<file path="src/dac_load_pkg.sv">
/*
  Constants shared by the serial DAC load front end.
  Assumes a single system clock; all pins are asynchronous to it.
*/
// Behaviour
// - Frame select low: shift data in MSB first on falling serial clock edges.
// - Twelve-bit variant takes code from word bits 13 to 2.
// - Fourteen-bit variant takes code from word bits 13 to 0.
// - DAC register code is unsigned straight binary.
// - Load strobe sampled at frame select fall picks sync or async update.
// - Sampled strobe low: load DAC register at frame select rise.
// - Sampled strobe high: no load at frame end; strobe low loads later.
// - Without readback, input bits reach serial output sixteen clocks later.
// - Serial output changes on the falling serial clock edge.
// - Serial output is open drain: pulls low or releases.
// - Readback enable active: serial output carries DAC register contents.
// - Clear falling edge forces output code to clear level.
// - Clear leaves shift register and DAC register unchanged.
// - Device is powered down while power-down input is asserted.
// - Readback enable low: DAC register copied to shift register next clock.
// - Readback word is sixteen bits with two top bits zero.
// - Power-down entry or exit keeps DAC register contents.
// - Clear release reloads output, automatically or on next low strobe.
`default_nettype none
package dac_load_pkg;
  localparam int WORD_W = 16;
  localparam int CODE_W = 14;
  localparam int CODE_MSB = 13;
  localparam int NARROW_LSB = 2;
  localparam logic [WORD_W-1:0] WORD_ZERO = 16'h0000;
  localparam logic [CODE_W-1:0] CODE_ZERO = 14'h0000;
  localparam logic [CODE_W-1:0] CLEAR_CODE = 14'h0000;
endpackage
`default_nettype wire

</file>
<file path="src/pin_sync.sv">
/*
  Two-stage synchroniser bank for asynchronous pins.
  Assumes the destination clock is sys_clk; reset value is a parameter.
*/
`timescale 1ns/100ps
`default_nettype none
module pin_sync #(
  parameter int W = 1,
  parameter logic [W-1:0] INIT = '0
) (
  input wire logic sys_clk,
  input wire logic rst_b,
  input wire logic [W-1:0] pins_async,
  output logic [W-1:0] pins_sync
);
  logic [W-1:0] meta_q;

  // First stage feeds only the second
  always_ff @(posedge sys_clk or negedge rst_b) begin
    if (!rst_b) begin
      meta_q <= INIT;
      pins_sync <= INIT;
    end else begin
      meta_q <= pins_async;
      pins_sync <= meta_q;
    end
  end
endmodule
`default_nettype wire

</file>
<file path="src/serial_dac_load_interface.sv">
/*
  Serial DAC load interface: shift register, DAC register, update control,
  daisy-chain and readback output, clear and power-down.
  Assumes all pins are asynchronous to sys_clk and the serial clock is slow
  enough (many sys_clk periods per phase) to be edge-detected.
*/
`timescale 1ns/100ps
`default_nettype none
module serial_dac_load_interface
  import dac_load_pkg::*;
#(
  parameter bit WIDE = 1'b1
) (
  input wire logic sys_clk,
  input wire logic rst_b,
  input wire logic serial_clk,
  input wire logic serial_data_in,
  input wire logic frame_sync_n,
  input wire logic load_strobe_n,
  input wire logic readback_enable_n,
  input wire logic clear_output_n,
  input wire logic power_down_n,
  output logic serial_data_out_o,
  output logic serial_data_out_oe,
  output logic [CODE_W-1:0] dac_code,
  output logic [CODE_W-1:0] output_code,
  output logic output_at_ground_ref,
  output logic powered_down
);
  localparam int NPIN = 7;
  localparam logic [NPIN-1:0] PIN_INIT = 7'h7F;

  // Frame progress as seen from the link pins
  typedef enum logic [1:0] {
    LINK_IDLE,
    LINK_SHIFT,
    LINK_FULL,
    LINK_OVER
  } link_state_t;

  // Power state follows the power-down pin
  typedef enum logic {
    PWR_ACTIVE,
    PWR_DOWN
  } power_state_t;

  logic [NPIN-1:0] pins_s;
  logic sclk_s, serial_data_in_s, sync_s, load_strobe_n_s, readback_enable_n_s, clr_s, pd_s;
  logic sclk_prev_q, sync_prev_q, clr_prev_q, readback_enable_n_prev_q;
  logic sclk_fall, sync_fall, sync_rise, clr_fall, clr_rise;
  logic [WORD_W-1:0] shift_q;
  logic [CODE_W-1:0] dac_q;
  logic [CODE_W-1:0] word_code;
  logic async_mode_q;
  logic word_full_q;
  logic [4:0] bit_cnt_q;
  logic readback_pend_q;
  logic clear_q;
  logic readback_enable_n_fall;
  logic word_done;
  logic sdo_d;
  logic [WORD_W-1:0] shift_d;
  logic [CODE_W-1:0] code_d;
  link_state_t link_q, link_d;
  power_state_t pwr_q, pwr_d;
  logic sdo_q;

  // Pin synchronisers
  pin_sync #(.W(NPIN), .INIT(PIN_INIT)) u_sync (
    .sys_clk(sys_clk),
    .rst_b(rst_b),
    .pins_async({serial_clk, serial_data_in, frame_sync_n, load_strobe_n,
                 readback_enable_n, clear_output_n, power_down_n}),
    .pins_sync(pins_s)
  );
  assign {sclk_s, serial_data_in_s, sync_s, load_strobe_n_s, readback_enable_n_s, clr_s, pd_s} = pins_s;

  // Edge history of synchronised pins
  always_ff @(posedge sys_clk or negedge rst_b) begin
    if (!rst_b) begin
      sclk_prev_q <= 1'b1;
      sync_prev_q <= 1'b1;
      clr_prev_q <= 1'b1;
      readback_enable_n_prev_q <= 1'b1;
    end else begin
      sclk_prev_q <= sclk_s;
      sync_prev_q <= sync_s;
      clr_prev_q <= clr_s;
      readback_enable_n_prev_q <= readback_enable_n_s;
    end
  end

  assign sclk_fall = sclk_prev_q & ~sclk_s;
  assign sync_fall = sync_prev_q & ~sync_s;
  assign sync_rise = ~sync_prev_q & sync_s;
  assign clr_fall = clr_prev_q & ~clr_s;
  assign clr_rise = ~clr_prev_q & clr_s;
  assign readback_enable_n_fall = readback_enable_n_prev_q & ~readback_enable_n_s;

  // Code field extraction per variant
  always_comb begin
    if (WIDE) begin
      word_code = shift_q[CODE_MSB:0];
    end else begin
      word_code = {2'b00, shift_q[CODE_MSB:NARROW_LSB]};
    end
  end

  // Shift register next value, one slice per bit position
  genvar gi;
  generate
    for (gi = 0; gi < WORD_W; gi++) begin : g_shift
      if (gi == 0) begin : g_lsb
        assign shift_d[gi] = serial_data_in_s;
      end else begin : g_upper
        assign shift_d[gi] = shift_q[gi-1];
      end
    end
  endgenerate

  // Frame tracker: a word counts as done once sixteen bits are in
  always_comb begin
    link_d = link_q;
    case (link_q)
      LINK_IDLE: begin
        if (sync_fall) begin
          link_d = LINK_SHIFT;
        end
      end
      LINK_SHIFT: begin
        if (sync_rise) begin
          link_d = LINK_IDLE; // Short frame, nothing to load later
        end else if (word_full_q) begin
          link_d = LINK_FULL;
        end
      end
      LINK_FULL: begin
        if (sync_fall) begin
          link_d = LINK_SHIFT;
        end else if (sclk_fall && !sync_s) begin
          link_d = LINK_OVER; // Extra clock inside the frame
        end
      end
      LINK_OVER: begin
        if (sync_fall) begin
          link_d = LINK_SHIFT;
        end
      end
      default: begin
        link_d = LINK_IDLE;
      end
    endcase
  end

  // Frame tracker state
  always_ff @(posedge sys_clk or negedge rst_b) begin
    if (!rst_b) begin
      link_q <= LINK_IDLE;
    end else begin
      link_q <= link_d;
    end
  end

  // Later strobe may load once a whole word has arrived
  assign word_done = (link_q == LINK_FULL) || (link_q == LINK_OVER);

  // Readback request: held until the next falling serial clock
  always_ff @(posedge sys_clk or negedge rst_b) begin
    if (!rst_b) begin
      readback_pend_q <= 1'b0;
    end else if (readback_enable_n_fall) begin
      readback_pend_q <= 1'b1;
    end else if (sclk_fall) begin
      readback_pend_q <= 1'b0;
    end
  end

  // Shift register: shifts in frame, or loads DAC data for readback
  always_ff @(posedge sys_clk or negedge rst_b) begin
    if (!rst_b) begin
      shift_q <= WORD_ZERO;
    end else if (sclk_fall && readback_pend_q) begin
      shift_q <= {2'b00, dac_q};
    end else if (sclk_fall && (!sync_s || !readback_enable_n_s)) begin
      shift_q <= shift_d;
    end
  end

  // Bit counter: a full word needs sixteen falling edges
  always_ff @(posedge sys_clk or negedge rst_b) begin
    if (!rst_b) begin
      bit_cnt_q <= 5'h00;
      word_full_q <= 1'b0;
    end else if (sync_fall) begin
      bit_cnt_q <= 5'h00;
      word_full_q <= 1'b0;
    end else if (sclk_fall && !sync_s && !word_full_q) begin
      bit_cnt_q <= bit_cnt_q + 5'h01;
      word_full_q <= (bit_cnt_q == 5'(WORD_W - 1));
    end
  end

  // Update mode sampled at frame start
  always_ff @(posedge sys_clk or negedge rst_b) begin
    if (!rst_b) begin
      async_mode_q <= 1'b0;
    end else if (sync_fall) begin
      async_mode_q <= load_strobe_n_s;
    end
  end

  // DAC register load; clear and power-down never touch it
  always_ff @(posedge sys_clk or negedge rst_b) begin
    if (!rst_b) begin
      dac_q <= CODE_ZERO;
    end else if (sync_rise && !async_mode_q) begin
      dac_q <= word_code;
    end else if (async_mode_q && word_done && sync_s && !load_strobe_n_s) begin
      dac_q <= word_code;
    end
  end

  // Pending output update after clear release without a strobe
  always_ff @(posedge sys_clk or negedge rst_b) begin
    if (!rst_b) begin
      clear_q <= 1'b0;
    end else begin
      if (clr_fall) begin
        clear_q <= 1'b1;
      end else if (clr_rise && !load_strobe_n_s) begin
        clear_q <= 1'b0;
      end else if (clear_q && clr_s && !load_strobe_n_s) begin
        clear_q <= 1'b0;
      end
    end
  end

  // Output code next value; clear level wins while clear is low
  always_comb begin
    if (clear_q || !clr_s) begin
      code_d = CLEAR_CODE;
    end else begin
      code_d = dac_q;
    end
  end

  // Output code register
  always_ff @(posedge sys_clk or negedge rst_b) begin
    if (!rst_b) begin
      output_code <= CODE_ZERO;
    end else begin
      output_code <= code_d;
    end
  end

  // Serial output next bit: zero on readback load, else shifted-out MSB
  always_comb begin
    if (readback_pend_q) begin
      sdo_d = 1'b0;
    end else begin
      sdo_d = shift_q[WORD_W-1];
    end
  end

  // Serial output moves only on a falling serial clock
  always_ff @(posedge sys_clk or negedge rst_b) begin
    if (!rst_b) begin
      sdo_q <= 1'b1;
    end else if (sclk_fall) begin
      sdo_q <= sdo_d;
    end
  end

  // Open drain: drive low only, otherwise release
  assign serial_data_out_o = 1'b0;
  assign serial_data_out_oe = ~sdo_q;

  // Power state next value; the DAC register is never touched here
  always_comb begin
    pwr_d = pwr_q;
    case (pwr_q)
      PWR_ACTIVE: begin
        if (!pd_s) begin
          pwr_d = PWR_DOWN;
        end
      end
      PWR_DOWN: begin
        if (pd_s) begin
          pwr_d = PWR_ACTIVE;
        end
      end
      default: begin
        pwr_d = PWR_ACTIVE;
      end
    endcase
  end

  // Power state register
  always_ff @(posedge sys_clk or negedge rst_b) begin
    if (!rst_b) begin
      pwr_q <= PWR_ACTIVE;
    end else begin
      pwr_q <= pwr_d;
    end
  end

  assign powered_down = (pwr_q == PWR_DOWN);

  // Status outputs
  always_ff @(posedge sys_clk or negedge rst_b) begin
    if (!rst_b) begin
      output_at_ground_ref <= 1'b0;
      dac_code <= CODE_ZERO;
    end else begin
      output_at_ground_ref <= clear_q | ~clr_s;
      dac_code <= dac_q;
    end
  end
endmodule
`default_nettype wire

</file>
<file path="config.mk">
export PLATFORM = sky130hd
export DESIGN_NAME = serial_dac_load_interface
export DESIGN_NICKNAME = d
export VERILOG_FILES = /design/src/dac_load_pkg.sv /design/src/pin_sync.sv /design/src/serial_dac_load_interface.sv
export SDC_FILE = /design/constraint.sdc
export NUM_CORES = 1
export LEC_CHECK = 0
export BUFFER_PORTS_ARGS = -buffer_cell sky130_fd_sc_hd__buf_2
export CELL_PAD_IN_SITES_DETAIL_PLACEMENT = 0
export CELL_PAD_IN_SITES_GLOBAL_PLACEMENT = 1
export CORE_UTILIZATION = 36
export DETAILED_ROUTE_END_ITERATION = 10
export PLACE_DENSITY_LB_ADDON = 0.05
export SYNTH_ARGS = -nofsm -noshare
export SYNTH_HDL_FRONTEND = slang
export SYNTH_HIERARCHICAL = 1
export SYNTH_SLANG_ARGS = --single-unit
</file>
<file path="constraint.sdc">
create_clock -name sys_clk -period 1.59 [get_ports sys_clk]
set_input_delay 0.0795 -clock sys_clk [delete_from_list [all_inputs] [get_ports sys_clk]]
set_output_delay 0.0795 -clock sys_clk [all_outputs]
set_load 0.005 [all_outputs]
</file>
# Word-level counts from Yosys, hierarchy flattened
# Cells that the tools add are included.
[word_totals]
reg_bits = 90
output_inout_bits = 32
in_bits = 9
[op_classes]
addsub = 1
n_mux = 22
n_bitwise = 14
n_reduce_logical = 28
n_eq_ne = 7
[op_table]
columns = ["cell", "count"]
rows = [
  ["2-to-1 mux 14 bit", 3],
  ["2-to-1 mux 16 bit", 2],
  ["logical AND 1 bit", 11],
  ["2-to-1 mux 2 bit", 5],
  ["2-to-1 mux 5 bit", 2],
  ["2-to-1 mux 1 bit", 9],
  ["nonzero test 2 bit", 4],
  ["NOT 1 bit", 7],
  ["AND 1 bit", 6],
  ["zero test 1 bit", 6],
  ["!= test 3 bit (second input constant)", 2],
  ["case mux 2 bit (3 select lines)", 1],
  ["adder 5 x 1 -> 5 bit (second input constant)", 1],
  ["== test 5 x 4 -> 1 bit (second input constant)", 1],
  ["== test 2 bit (second input constant)", 2],
  ["logical OR 1 bit", 3],
  ["AND reduction 3 bit", 1],
  ["nonzero test 3 bit", 1],
  ["== test 2 x 1 -> 1 bit (second input constant)", 1],
  ["zero test 2 bit", 1],
  ["!= test 2 x 1 -> 1 bit (second input constant)", 1],
  ["OR reduction 2 bit", 1],
  ["bitwise OR 1 bit", 1],
]

# Logic depth before layout (Yosys ltp)
[logic_depth]
depth_word = 7
depth_mapped = 6
depth_no_buf = 6

# By module
# Netlist, hierarchy kept.
[by_module_without_submodules]
columns = ["mod", "instances", "area_per_inst_um2", "cells_each"]
rows = [
  ["serial_dac_load_interface", 1, 2926.6, 225],
  ["pin_sync", 1, 367.9, 14],
]

# Worst setup path after synthesis
# No wires, ideal clock.
[synth_path]
path_kind = "reg-to-reg"
from = "reg link_q[0]"
to = "reg dac_q[10]"
path_slack_ps = -130
t_arrival_ps = 1592
stages_incl_launch_ff = 7
required_time_ps = 1462
cell_sequence = "dfrtp_1 -> inv_1 -> ha_1 -> o211a_1 -> o21ai_2 -> buf_4 -> mux2_1"
[synth_between]
elab_chain_len = 6
word_cells_on_any_way = 7
[synth_rtl]
columns = ["element", "line", "text"]
rows = [
  ["start: declaration", "serial_dac_load_interface.sv:64", "link_state_t link_q, link_d;"],
  ["start signal: assignment", "serial_dac_load_interface.sv:160", "link_q <= link_d;"],
  ["== test 2 bit", "serial_dac_load_interface.sv:165", "assign word_done = (link_q == LINK_FULL) || (link_q == LINK_OVER);"],
  ["logical OR 1 bit *", "serial_dac_load_interface.sv:165", ""],
  ["logical AND 1 bit * (3 in series)", "serial_dac_load_interface.sv:218", "end else if (async_mode_q && word_done && sync_s && !load_strobe_n_s) begin"],
  ["nonzero test 2 bit (no source line) *", "n/a", ""],
  ["end signal: assignment", "serial_dac_load_interface.sv:217", "dac_q <= word_code;"],
  ["end signal: assignment", "serial_dac_load_interface.sv:219", "dac_q <= word_code;"],
  ["end: declaration", "serial_dac_load_interface.sv:52", "logic [CODE_W-1:0] dac_q;"],
]
# Mark *: on every way between the ends. The rest lies on a longest branch, timed or not.
# A chain may end at the register's enable or synchronous reset.

# Worst setup path in the final report
[layout_path]
from = "reg link_q[0]"
to = "reg dac_q[3]"
# The elaborated chain is that of the path after synthesis.

==> run_summary.xml <==
<?xml version="1.0" encoding="UTF-8"?>
<metrics>
  <group name="outcome">
    <metric name="status" unit="">finished with violations</metric>
    <metric name="violations" unit="">DRC, setup timing</metric>
  </group>
  <group name="synthesis">
    <metric name="synth_top_area_cell" unit="">dfrtp_1</metric>
    <metric name="synth.top_cell.area_share" unit="">0.539</metric>
    <metric name="postSynth.topFlopCell" unit="">dfrtp_1</metric>
    <metric name="post_synth_main_area_contributors" unit="">dfrtp_1 54%, dfstp_2 15%, mux2i_1 5.8%, mux2_1 3.4%, and2_1 2.7%</metric>
    <metric name="synth_fp_nets" unit="">254</metric>
    <metric name="postSynthRegisterBits" unit="">90</metric>
    <metric name="post_synth_instance_area" unit="mm^2">0.00329</metric>
    <metric name="synth_cell_type_count" unit="">34</metric>
    <metric name="yosysWarnings" unit="">6</metric>
    <metric name="proportion_of_synthesized_flip_flops_having_asynchronous_set_or_reset" unit="">1.00</metric>
    <metric name="seq_area_frac_synth" unit="">0.691</metric>
    <metric name="synth_enable_flop_cells" unit="">0</metric>
    <metric name="syn-instance-count" unit="">239</metric>
    <metric name="synth_area_per_cell" unit="um^2">13.8</metric>
  </group>
  <group name="detailed_routing">
    <metric name="post-route-drc-count" unit="">4</metric>
    <metric name="average_detailed_routed_wire_length_per_instance" unit="um">13.0</metric>
    <metric name="drt-pass1-iter-count" unit="">7</metric>
    <metric name="detail_route.vias_per_cell" unit="">4.46</metric>
    <metric name="drt-total-wl" unit="mm">5.38</metric>
    <metric name="detail-route-antenna-nets" unit="">0</metric>
    <metric name="dr_total_vias" unit="">1846</metric>
    <metric name="drt_first_iter_violations" unit="">58</metric>
  </group>
  <group name="pwr">
    <metric name="power.switching" unit="mW">1.48</metric>
    <metric name="comb_power_share" unit="">0.173</metric>
    <metric name="total_power" unit="mW">5.28</metric>
    <metric name="cellInternalPower" unit="mW">3.79</metric>
    <metric name="ir_drop" unit="mV">0.508</metric>
    <metric name="clock_power_share" unit="">0.262</metric>
    <metric name="sw_frac_of_total" unit="">0.281</metric>
    <metric name="p_leak" unit="nW">2.04</metric>
    <metric name="powerDensity" unit="mW/mm^2">1320</metric>
    <metric name="power.sequential.fraction" unit="">0.565</metric>
  </group>
  <group name="critical_path">
    <metric name="timing_endpoint_of_the_critical_path" unit="">dac_q[3]$_DFFE_PN0P_</metric>
    <metric name="cp-end-kind" unit="">flip-flop</metric>
    <metric name="reg2reg_slack" unit="ns">-0.03</metric>
    <metric name="worstPathRequired" unit="ns">1.82</metric>
    <metric name="rr_worst_depth" unit="">6</metric>
    <metric name="cp-startpoint" unit="">link_q[0]$_DFFE_PN0P_</metric>
    <metric name="critical_path_class" unit="">flip-flop to flip-flop</metric>
    <metric name="timing.critical_path.arrival" unit="ns">1.85</metric>
    <metric name="worst_r2r_startpoint" unit="">link_q[0]$_DFFE_PN0P_</metric>
    <metric name="crit_path_start_kind" unit="">flip-flop</metric>
    <metric name="regToRegEndpoint" unit="">dac_q[3]$_DFFE_PN0P_</metric>
    <metric name="maximum_fanout_along_the_worst_path" unit="">14</metric>
  </group>
  <group name="final_layout">
    <metric name="final_cells" unit="">414</metric>
    <metric name="multi_input_area" unit="um^2">952</metric>
    <metric name="layout.core_utilization" unit="">0.454</metric>
    <metric name="final_cell_area" unit="mm^2">0.00399</metric>
    <metric name="drive_above_1_share" unit="">0.320</metric>
    <metric name="insertedDiodeCount" unit="">0</metric>
    <metric name="area.growth.synth_to_final" unit="%">21.2</metric>
    <metric name="register_area" unit="mm^2">0.00228</metric>
    <metric name="num-nets-final" unit="">316</metric>
    <metric name="fillerInstances" unit="">805</metric>
  </group>
  <group name="placement">
    <metric name="io_buffers" unit="">39</metric>
    <metric name="dp.final_hpwl" unit="mm">3.25</metric>
    <metric name="post_dp_cell_area" unit="mm^2">0.00371</metric>
    <metric name="placed_cells" unit="">389</metric>
    <metric name="gp_routability_congestion" unit="">0.666</metric>
  </group>
  <group name="cts">
    <metric name="clkTransAtPathRegs" unit="ns">0.09</metric>
    <metric name="cts.root.buffer_cell" unit="">clkbuf_8</metric>
    <metric name="cts-buffers-inserted" unit="">9</metric>
    <metric name="clk_path_buf_depth" unit="">2</metric>
    <metric name="clk_latency" unit="ns">0.35</metric>
    <metric name="htreeDepth" unit="">3</metric>
    <metric name="number_of_clock_sinks_seen_by_cts" unit="">90</metric>
    <metric name="cts_tree" unit="">built</metric>
  </group>
  <group name="global_route">
    <metric name="combined_global_route_utilization_of_all_metal_layers" unit="">0.128</metric>
    <metric name="residual_overflow_from_global_routing" unit="">0</metric>
    <metric name="global_route_wire_length_before_repair" unit="mm">9.47</metric>
    <metric name="antenna_violations_before_repair" unit="">0</metric>
    <metric name="grt_max_degree" unit="">91</metric>
    <metric name="grt_pass1_vias" unit="">1956</metric>
  </group>
  <group name="timing">
    <metric name="max_clock_freq" unit="MHz">617</metric>
    <metric name="pnr_worst_setup_slack" unit="ns">-0.0300</metric>
    <metric name="final-setup-viol-count" unit="">14</metric>
    <metric name="rsz0062_at_grt" unit="">yes</metric>
    <metric name="post-route-min-period" unit="ns">1.62</metric>
    <metric name="total_negative_setup_slack" unit="ns">-0.273</metric>
    <metric name="final_max_slew_viol_count" unit="">0</metric>
    <metric name="worst_clock_skew" unit="ns">0.0117</metric>
    <metric name="final.period_utilization" unit="">1.02</metric>
    <metric name="number_of_endpoints_with_negative_hold_slack_in_the_final_report" unit="">0</metric>
  </group>
  <group name="die">
    <metric name="design.die.area" unit="mm^2">0.00954</metric>
    <metric name="floorplan.initialDensity" unit="">0.374</metric>
    <metric name="placementRows" unit="">34</metric>
    <metric name="design.portCount" unit="">41</metric>
    <metric name="core_footprint" unit="mm^2">0.00881</metric>
    <metric name="dieHeight" unit="um">97.7</metric>
    <metric name="die_width" unit="um">97.7</metric>
  </group>
  <group name="flow_run">
    <metric name="max_cap_violations" unit="">0</metric>
  </group>
  <group name="hold_path">
    <metric name="hold_class" unit="">primary input to asynchronous set/reset pin</metric>
  </group>
</metrics>
-- worst min path at each step --
stage | startpoint | end | slack (ns) | cells after the start
floorplan | rst_b | async_mode_q$_DFFE_PN0N_ | -0.22 | 0
global placement | rst_b | bit_cnt_q[3]$_DFFE_PN0P_ | 0.16 | 2
detailed placement | rst_b | bit_cnt_q[3]$_DFFE_PN0P_ | 0.16 | 2
CTS | rst_b | bit_cnt_q[1]$_DFFE_PN0P_ | 0.32 | 3
global route | rst_b | bit_cnt_q[2]$_DFFE_PN0P_ | 0.35 | 3
finish | rst_b | bit_cnt_q[3]$_DFFE_PN0P_ | 0.31 | 3
-- layout make-up --
class,count,share of cell area
Clock inverter,7,0.0135
Multi-Input combinational cell,132,0.238
Sequential cell,90,0.570
Timing Repair Buffer,59,0.105
Inverter,9,0.00846
Tap cell,108,0.0338
Clock buffer,9,0.0310
-- metrics by stage --
step                      hold slack (ns)  worst slack [ns]
after floorplan                    -0.216           -0.0453
after global placement              0.162           -0.0199
after detailed placement            0.162           -0.0459
after CTS                           0.319           -0.0465
after global routing                0.346            -0.107
final                               0.306           -0.0300
-- critical path, cell delays in order (launching register included) --
cell and delay (ns):
dfrtp_1 0.39, inv_2 0.05, ha_2 0.18, o211a_1 0.25, o21ai_4 0.15, buf_12 0.17
mux2_2 0.33
-- Yosys cell counts (6+ instances only) --
| master | number |
|---|---|
| dfrtp_1 | 71 |
| nand2_1 | 20 |
| dfstp_2 | 19 |
| mux2i_1 | 19 |
| and2_1 | 14 |
| o21ai_1 | 11 |
| mux2_1 | 10 |
| a21oi_1 | 9 |
| inv_1 | 9 |
| nor2_1 | 9 |
| o21ai_0 | 8 |
| ha_1 | 6 |
-- power groups by stage --
stage / sequential [mW] / combinational (mW) / clock [mW]
after floorplan: 2.99 / 0.514 / 0
after global placement: 3.03 / 0.883 / 0
after global routing: 3.05 / 1.03 / 1.56
after detailed placement: 3.03 / 0.896 / 0
final: 2.98 / 0.915 / 1.38
after CTS: 2.99 / 0.913 / 1.45
-- metal layers --
layer / up-vias / GRT usage / wire [um]
met5: - / 0 / 0
met4: 0 / 0.0664 / 91
met3: 9 / 0.0288 / 158
met2: 34 / 0.186 / 2280
met1: 884 / 0.178 / 2850
li1: 919 / - / -
-- state kept, by name (all words and copies together), names as in the netlist, 2 cells and up --
name              cells
link_q                2
dac_code             14
dac_q                14
output_code          14
shift_q              16
u_sync/pins_sync      7
bit_cnt_q             5
u_sync/meta_q         7
-- layout by cell type, fill, tap and decap left out, drive strengths merged --
master / instances
mux2: 14
nand4: 1
and2: 14
o211a: 1
mux2i: 19
nor2b: 3
o31ai: 1
or4b: 1
nand3: 1
nor4b: 1
dlygate4sd3: 8
nor3b: 1
o2bb2ai: 1
ha: 6
xor2: 2
nand2b: 3
buf: 51
clkinvlp: 3
nand2: 21
conb: 1
dfstp: 19
dfrtp: 71
o21ai: 20
inv: 10
clkbuf: 9
and3: 1
nor2: 9
clkinv: 3
nand3b: 1
a21oi: 9
o21bai: 1
-- repair_timing --
action	4_1_cts	5_1_grt
hold endpoints to repair	78	0
endpoints found under the setup margin	14	25
buffers inserted	0	1
gates resized for setup	1	4
hold buffers	8	0
-- kinds of logic after synthesis --
kind of cell,Yosys count,synth area share
AOI/OAI and AO/OA,33,0.0555
xor gates and xnor gates,2,0.00532
adders and majority gates,6,0.0228
buffers and inverters,17,0.0273
DFF,90,0.691
muxes,33,0.106
other,1,0.00114
and+or+nand+nor,57,0.0915
No activity file was read; power rests on OpenSTA's default activity.
